<file path="src/core/icc_pkg.sv">
// Package: constants, register map and types of the common interrupt clear block
package icc_pkg;

  ////////////////////////////////////////////////////////////////////////////////
  // Sizes
  localparam int ICC_NGRP = 4;   // Number of event groups
  localparam int ICC_GW   = 8;   // Bits per group register
  localparam int ICC_AW   = 16;  // APB address width
  localparam int ICC_DW   = 32;  // APB data width

  // Group indices
  localparam int ICC_GRP_SYSTEM_CLOCK_DOMAIN = 0;
  localparam int ICC_GRP_AUX    = 1;
  localparam int ICC_GRP_REF_GROUP_A_EVENT_CLEAR   = 2;
  localparam int ICC_GRP_REF_GROUP_B_EVENT_CLEAR   = 3;

  ////////////////////////////////////////////////////////////////////////////////
  // Register indices; byte address is four times the index
  localparam logic [ICC_NGRP-1:0][ICC_AW-1:0] ICC_IDX_CLR  =
    {16'h2009, 16'h2008, 16'h2007, 16'h2006};
  localparam logic [ICC_NGRP-1:0][ICC_AW-1:0] ICC_IDX_STAT =
    {16'h3009, 16'h3008, 16'h3007, 16'h3006};
  localparam logic [ICC_NGRP-1:0][ICC_AW-1:0] ICC_IDX_MASK =
    {16'h3109, 16'h3108, 16'h3107, 16'h3106};
  localparam logic [1:0] ICC_ADDR_SHIFT = 2'h2;

  // Bits that latch an event in each group; others are reserved and read zero
  localparam logic [ICC_NGRP-1:0][ICC_GW-1:0] ICC_IMPL =
    {8'hFF, 8'hFF, 8'h3F, 8'h0F};
  localparam logic [ICC_GW-1:0] ICC_RST_VAL = 8'h00;

  // System clock group fields
  localparam int ICC_SYS_CAL_START = 3;
  localparam int ICC_SYS_WDOG      = 2;
  localparam int ICC_SYS_NVM_FAULT = 1;
  localparam int ICC_SYS_NVM_DONE  = 0;
  // Compensation loop group fields
  localparam int ICC_AUX_SKEW      = 5;
  localparam int ICC_AUX_TEMP      = 4;
  localparam int ICC_AUX_UNFAULT   = 3;
  localparam int ICC_AUX_FAULT     = 2;
  localparam int ICC_AUX_UNLOCK    = 1;
  localparam int ICC_AUX_LOCK      = 0;
  // Reference groups: complement input in upper nibble, true input in lower
  localparam int ICC_REF_RESYNC    = 3;
  localparam int ICC_REF_VALID     = 2;
  localparam int ICC_REF_UNFAULT   = 1;
  localparam int ICC_REF_FAULT     = 0;
  localparam int ICC_REF_CMP_OFS   = 4;

  ////////////////////////////////////////////////////////////////////////////////
  // Types
  typedef logic [ICC_NGRP-1:0][ICC_GW-1:0] icc_grp_t;

  // Event pulses; system_clock_domain lands at group index 0
  typedef struct packed {
    logic [ICC_GW-1:0] ref_group_b_event_clear;
    logic [ICC_GW-1:0] ref_group_a_event_clear;
    logic [ICC_GW-1:0] aux;
    logic [ICC_GW-1:0] system_clock_domain;
  } icc_evt_s;

  typedef enum logic [1:0] {
    ICC_KIND_NONE,
    ICC_KIND_CLR,
    ICC_KIND_STAT,
    ICC_KIND_MASK
  } icc_kind_e;

  typedef struct packed {
    icc_kind_e           kind;
    logic [ICC_NGRP-1:0] sel;
  } icc_dec_s;

  typedef struct packed {
    icc_grp_t            latched;
    icc_grp_t            mask;
    logic [ICC_DW-1:0]   rdata;
    logic                err;
    logic [ICC_NGRP-1:0] rd_stat;
    logic                irq;
  } icc_state_s;

endpackage

</file>
<file path="src/core/icc_irq_clear.sv">
// Latched common interrupts with write-one-to-clear, mask and APB slave
//
// Functional notes
// - Writing 1 to system clock clear bit 3 clears calibration-started event.
// - Writing 1 to system clock clear bit 2 clears watchdog timeout event.
// - Writing 1 to system clock clear bit 1 clears memory fault event.
// - Writing 1 to system clock clear bit 0 clears memory done event.
// - Writing 1 to loop clear bit 5 clears skew limit exceeded event.
// - Writing 1 to loop clear bit 4 clears temperature warning event.
// - Writing 1 to loop clear bit 3 clears compensation loop unfaulted.
// - Writing 1 to loop clear bit 2 clears compensation loop faulted.
// - Writing 1 to loop clear bit 1 clears compensation loop unlocked.
// - Writing 1 to loop clear bit 0 clears compensation loop locked.
// - Group A clear bits 7..4 clear complement input A events.
// - Group A clear bits 3..0 clear input A events.
// - Group B clear bits 7..4 clear complement input B events.
// - Group B clear bits 3..0 clear input B events.
// - Each input B clear bit acts alone; other latched events stay.
module icc_irq_clear
  import icc_pkg::*;
(
  // Clock and reset
  input  wire logic                  pclk,
  input  wire logic                  presetn,
  // APB slave
  input  wire logic                  psel,
  input  wire logic                  penable,
  input  wire logic                  pwrite,
  input  wire logic [icc_pkg::ICC_AW-1:0] paddr,
  input  wire logic [icc_pkg::ICC_DW-1:0] pwdata,
  output logic                       pready,
  output logic [icc_pkg::ICC_DW-1:0] prdata,
  output logic                       pslverr,
  // Event pulses from the detectors, same clock
  input  wire icc_pkg::icc_evt_s     evt,
  // Interrupt and latched state
  output logic                       irq,
  output icc_pkg::icc_grp_t          latched
);
  import icc_pkg::*;

  //////////////////////////////////////////////////////////////////////////////
  // Address decode, used for the read capture and for the access write
  function automatic icc_dec_s icc_decode(input logic [ICC_AW-1:0] addr);
    icc_dec_s d;
    d.kind = ICC_KIND_NONE;
    d.sel  = '0;
    for (int g = 0; g < ICC_NGRP; g++) begin
      if (addr == (ICC_IDX_CLR[g] << ICC_ADDR_SHIFT)) begin
        d.kind = ICC_KIND_CLR;
        d.sel[g] = 1'b1;
      end
      if (addr == (ICC_IDX_STAT[g] << ICC_ADDR_SHIFT)) begin
        d.kind = ICC_KIND_STAT;
        d.sel[g] = 1'b1;
      end
      if (addr == (ICC_IDX_MASK[g] << ICC_ADDR_SHIFT)) begin
        d.kind = ICC_KIND_MASK;
        d.sel[g] = 1'b1;
      end
    end
    return d;
  endfunction

  //////////////////////////////////////////////////////////////////////////////
  // State
  icc_state_s s;
  icc_state_s next_s;
  icc_grp_t   evt_grp;
  icc_dec_s   dec;
  logic       setup_ph;
  logic       access_ph;

  assign evt_grp   = icc_grp_t'(evt);
  assign dec       = icc_decode(paddr);
  assign setup_ph  = psel & ~penable;
  assign access_ph = psel & penable;

  //////////////////////////////////////////////////////////////////////////////
  // Next state
  always_comb begin
    icc_grp_t wr_clr;
    icc_grp_t rd_clr;
    logic [ICC_GW-1:0] rd_val;
    wr_clr = '0;
    rd_clr = '0;
    rd_val = '0;
    next_s = s;
    // Read data captured in setup so prdata comes from a flip-flop
    if (setup_ph) begin
      for (int g = 0; g < ICC_NGRP; g++) begin
        if (dec.sel[g] && dec.kind == ICC_KIND_STAT) begin
          rd_val = s.latched[g];
        end
        if (dec.sel[g] && dec.kind == ICC_KIND_MASK) begin
          rd_val = s.mask[g];
        end
      end
      // Clear registers read back as zero
      next_s.rdata   = {{(ICC_DW-ICC_GW){1'b0}}, rd_val};
      next_s.err     = (dec.kind == ICC_KIND_NONE);
      next_s.rd_stat = (dec.kind == ICC_KIND_STAT && !pwrite) ? dec.sel : '0;
    end
    for (int g = 0; g < ICC_NGRP; g++) begin
      // Only ones in the written byte clear; zeros leave bits alone
      if (access_ph && pwrite && dec.kind == ICC_KIND_CLR && dec.sel[g]) begin
        wr_clr[g] = pwdata[ICC_GW-1:0];
      end
      // Read-to-clear drops only the captured bits, so an event that
      // lands between setup and access is not lost unseen
      if (access_ph && !pwrite && s.rd_stat[g]) begin
        rd_clr[g] = s.rdata[ICC_GW-1:0];
      end
      // Event set wins over any clear in the same cycle
      next_s.latched[g] = ((s.latched[g] & ~(wr_clr[g] | rd_clr[g])) | evt_grp[g])
                          & ICC_IMPL[g];
      if (access_ph && pwrite && dec.kind == ICC_KIND_MASK && dec.sel[g]) begin
        next_s.mask[g] = pwdata[ICC_GW-1:0] & ICC_IMPL[g];
      end
    end
    // Access retires any pending read-to-clear capture
    if (access_ph) begin
      next_s.rd_stat = '0;
    end
    // Registered level interrupt, high while any unmasked bit is latched
    next_s.irq = |(next_s.latched & next_s.mask);
  end

  //////////////////////////////////////////////////////////////////////////////
  // State register
  always_ff @(posedge pclk or negedge presetn) begin
    if (!presetn) begin
      s <= '0;
    end else begin
      s <= next_s;
    end
  end

  //////////////////////////////////////////////////////////////////////////////
  // Outputs; zero wait states since read data is ready after setup
  assign pready  = 1'b1;
  assign prdata  = s.rdata;
  assign pslverr = access_ph & s.err;
  assign irq     = s.irq;
  assign latched = s.latched;

  logic [ICC_NGRP-1:0] wr_clr_reg;
  always_comb begin
    for (int g = 0; g < ICC_NGRP; g++) begin
      wr_clr_reg[g] = access_ph && pwrite && paddr == (ICC_IDX_CLR[g] << ICC_ADDR_SHIFT);
    end
  end

  //////////////////////////////////////////////////////////////////////////////
  // Per-group address hits, taken from the shared decoder so the checks
  // and the logic cannot disagree about the map
  logic [ICC_NGRP-1:0] clr_hit;
  logic [ICC_NGRP-1:0] stat_hit;
  logic [ICC_NGRP-1:0] mask_hit;

  assign clr_hit  = (dec.kind == ICC_KIND_CLR)  ? dec.sel : '0;
  assign stat_hit = (dec.kind == ICC_KIND_STAT) ? dec.sel : '0;
  assign mask_hit = (dec.kind == ICC_KIND_MASK) ? dec.sel : '0;

  //////////////////////////////////////////////////////////////////////////////
  // Per-group register checks
  for (genvar g = 0; g < ICC_NGRP; g++) begin : g_grp_chk

    // Implemented bits latch their event; reserved bits stay quiet
    for (genvar b = 0; b < ICC_GW; b++) begin : g_bit_chk
      if (ICC_IMPL[g][b]) begin : g_impl

      end else begin : g_rsvd

      end
    end
  end
endmodule

</file>
<file path="config.mk">
export PLATFORM = sky130hd
export DESIGN_NAME = icc_irq_clear
export DESIGN_NICKNAME = d
export VERILOG_FILES = /design/src/core/icc_pkg.sv /design/src/core/icc_irq_clear.sv
export SDC_FILE = /design/constraint.sdc
export NUM_CORES = 1
export LEC_CHECK = 0
export BUFFER_PORTS_ARGS = -buffer_cell sky130_fd_sc_hd__buf_2
export CORE_ASPECT_RATIO = 1.4
export CORE_MARGIN = 3
export CORE_UTILIZATION = 35
export DETAILED_ROUTE_END_ITERATION = 12
export MAX_ROUTING_LAYER = met4
export PLACE_DENSITY_LB_ADDON = 0.15
export SYNTH_ARGS = -nofsm -noshare
export SYNTH_HDL_FRONTEND = slang
export SYNTH_SLANG_ARGS = --single-unit
</file>
<file path="constraint.sdc">
create_clock -name pclk -period 5.8 [get_ports pclk]
set_input_delay 1.74 -clock pclk [delete_from_list [all_inputs] [get_ports pclk]]
set_output_delay 1.74 -clock pclk [all_outputs]
set_load 0.05 [all_outputs]
</file>
==> results.md <==
* Cell accounting for the most synthesized area: dfrtp_1
* Vias in the first global route at 3396
* Initial antenna violation count at 0
* Worst Setup Path Type: input port to flop
* Period utilization at ~83%
* Primary FF master, synth: dfrtp_1
* Num CTS Buffers at 9
* CP arrival at 5.05 ns
* Lkg Pwr at around 2.1 nW
* Via-per-instance ratio at 5.36
* Post-CTS Hold Buffers at 0
* IO buf count at 90
* Global Route Usage Sum at a little over a fifth
* Crit-path max FO at 6
* FF-to-FF path depth at 7
* Tightest Hold Check Type: flop to flop
* Status: completed
* CP required at 6.01 ns
* Final hold viol count at 0
* Clk_skew at slightly above 0.01 ns
* Die Y at 134 µm
* Top cells by count, synth: 66 x buf_4, 66 x dfrtp_1, 50 x nand2_1
* Post-synthesis cell type count at 50
* Clock Latency Late Sink at 0.34 ns
* Final Slew Violations at 0
* CP max stage cell: or4_2
* Worst-Margin Slew at 0.821 ns
* Post-DRT Antenna Nets at 0
* Setup TNS at 0 ns
* Sink Count at 66
* TritonCTS clock tree: done
* Min-Delay Path Depth at 2
* Critical path cell sequence: buf_2 -> or4b_4 -> or4_2 -> nor2_1 -> mux2_2 -> a2111oi_0 -> nand4_1 -> or4_1
* Num rows at between 40 and 50
* Routability Congestion at about 0.86
* Pwr dens at 246 nW/µm²
* Maxcap violations at 0
* Post-CTS setup buffer count at 0
* Worst setup SP type: input port
* Largest stage delay, worst path at 0.70 ns
* Power, Total at 1.16 mW
* Top cell type's share of synthesized area at 40.4%
* Reg clk slew, reported paths at 0.06 ns
* First-pass GRT wire length at ~20000 µm
* Max clock buf depth at 2
* Period minus WS final at 4.84 ns
* Antenna diodes at 0
* Boundary pin count at 152
* Synth top area cells: dfrtp_1 40%, buf_4 12%, nand2_1 4.6%, o21ai_0 4.0%, mux4_2 3.9%
* Nets at 581
* FFs w/ async S/R, synth at 100%
* Starting Density at between 30% and 40%
* Final WL at approximately 13000 µm
* Mapped Avg Cell Area at approximately 9.4 µm²
* RSZ-0062 raised after global routing: no
* Final setup fails at 0
* Fill cell count at 1191
* Number of remaining DRC errors at 0
* Register area share after synthesis at between 40 and 50%
* Synthesis Warnings at 0
* Max IR drop VDD at 0.133 mV
* Clock Tree Root: clkbuf_16
* Die W at around 97 µm
* Initial DRC count at 233
* Flops & latches, synth at 66
* Largest net degree at the start of global routing at 40
* Maximum clock rate at 207 MHz
* CP endpoint kind: flop
* Global route total overflow at 0
* Number of flops mapped to enable cells by yosys at 0
* Cells after Synth at ~430
* Cts repair resizes at 0
* Mapped Area at slightly above 4000 µm²
* Share of cells above drive strength 1 at a little under a third
* DR WL/cell at 20.4 µm
* CORE AREA at 11400 µm²
* Detail Placement HPWL at 9940 µm
* H-tree levels at 3
* Area of the die at 13000 µm²
* Area growth syn-to-layout at 14.9%
* Rel. slew slack at 45.3%
* Routed vias at around 3500
* First-pass DRT Iterations at 4
==> state kept, by name, indices dropped and copies added (netlist names) <==
signal / cells
irq: 1
latched: 26
prdata: 8
s: 31
==> final timing paths <==
| check | from | endpoint | slack, ns |
|---|---|---|---|
| max | paddr[13] | irq$_DFF_PN0_ | 0.96 |
| min | s[5]$_DFFE_PN0P_ | s[5]$_DFFE_PN0P_ | 0.50 |
| max reg2reg | s[3]$_DFFE_PN0P_ | irq$_DFF_PN0_ | 2.97 |
| min reg2reg | s[5]$_DFFE_PN0P_ | s[5]$_DFFE_PN0P_ | 0.50 |
| max in group asynchronous | presetn | latched[20]$_DFF_PN0_ | 3.41 |
| min in group asynchronous | presetn | latched[27]$_DFF_PN0_ | 1.42 |
==> cell families (layout without fill, tap and decap cells) <==
kind of cell	Yosys count	count (layout)	synth area share, %
simple gates	131	131	16.6
compound gates	113	113	19.7
flops	66	66	40.4
other cells	2	31	0.184
buf+inv	100	138	15.3
mux	22	22	7.86
==> critical path: cells and delay by family <==
| kind | cells | cell delay, ns |
|---|---|---|
| mux | 1 | 0.40 |
| compound gates | 1 | 0.57 |
| simple gates | 5 | 2.23 |
| buf+inv | 1 | 0.10 |
==> report_power, final <==
group,total [mW],switching [mW],internal [mW]
Clock,0.570,0.203,0.367
Combinational,0.121,0.0927,0.0280
Sequential,0.464,0.00183,0.462
Total,1.16,0.298,0.857
==> metal layers <==
| layer | wire length, µm | vias to the layer above | share of wire [%] | global-route usage, % |
|---|---|---|---|---|
| met2 | 7040 | 128 | 54 | 36.8 |
| met1 | 5180 | 1704 | 39 | 24.3 |
| li1 | - | 1606 | - | - |
| met4 | 197 | 0 | 1.5 | 8.01 |
| met3 | 733 | 16 | 5.6 | 2.45 |
| met5 | 0 | - | 0 | - |
==> metrics by stage <==
step / instances / util [%] / instance area (µm²) / worst slack (ns) / hold slack (ns)
2_1_floorplan: 463 / - / 4200 / 1.20 / 0.442
3_3_place_gp: 629 / 38.5 / 4380 / 0.617 / 0.462
3_5_place_dp: 629 / 38.5 / 4380 / 0.597 / 0.483
4_1_cts: 645 / 41.2 / 4700 / 0.943 / 0.494
5_1_grt: 645 / 41.2 / 4700 / 0.916 / 0.533
6_report: 645 / 41.2 / 4700 / 0.960 / 0.502
==> cell type report <==
class	count	area (µm²)	share of cell area, %
inverters	18	67.6	1.44
clock inverters	4	48.8	1.04
well taps	144	180	3.83
flip-flops and latches	66	1650	35.1
repair buffers	104	556	11.8
multi-input cells	297	1930	41.1
clock buffers	12	267	5.67
==> placed cells by master (no fill, tap or decap), types with 6 or more instances in the layout <==
master and n:
clkbuf_16 9, buf_4 14, nand3_1 26, a21boi_0 20, nand2_1 50, dfrtp_1 66
inv_1 18, a31oi_1 6, nand2b_1 12, o32a_1 8, nor2_1 7, a22oi_1 9
buf_2 90, conb_1 31, o22ai_1 6, a31o_2 7, mux2_2 11, o21ai_0 33
a21oi_1 8, mux4_2 7
Note: power is estimated with default switching activity, not from simulation.
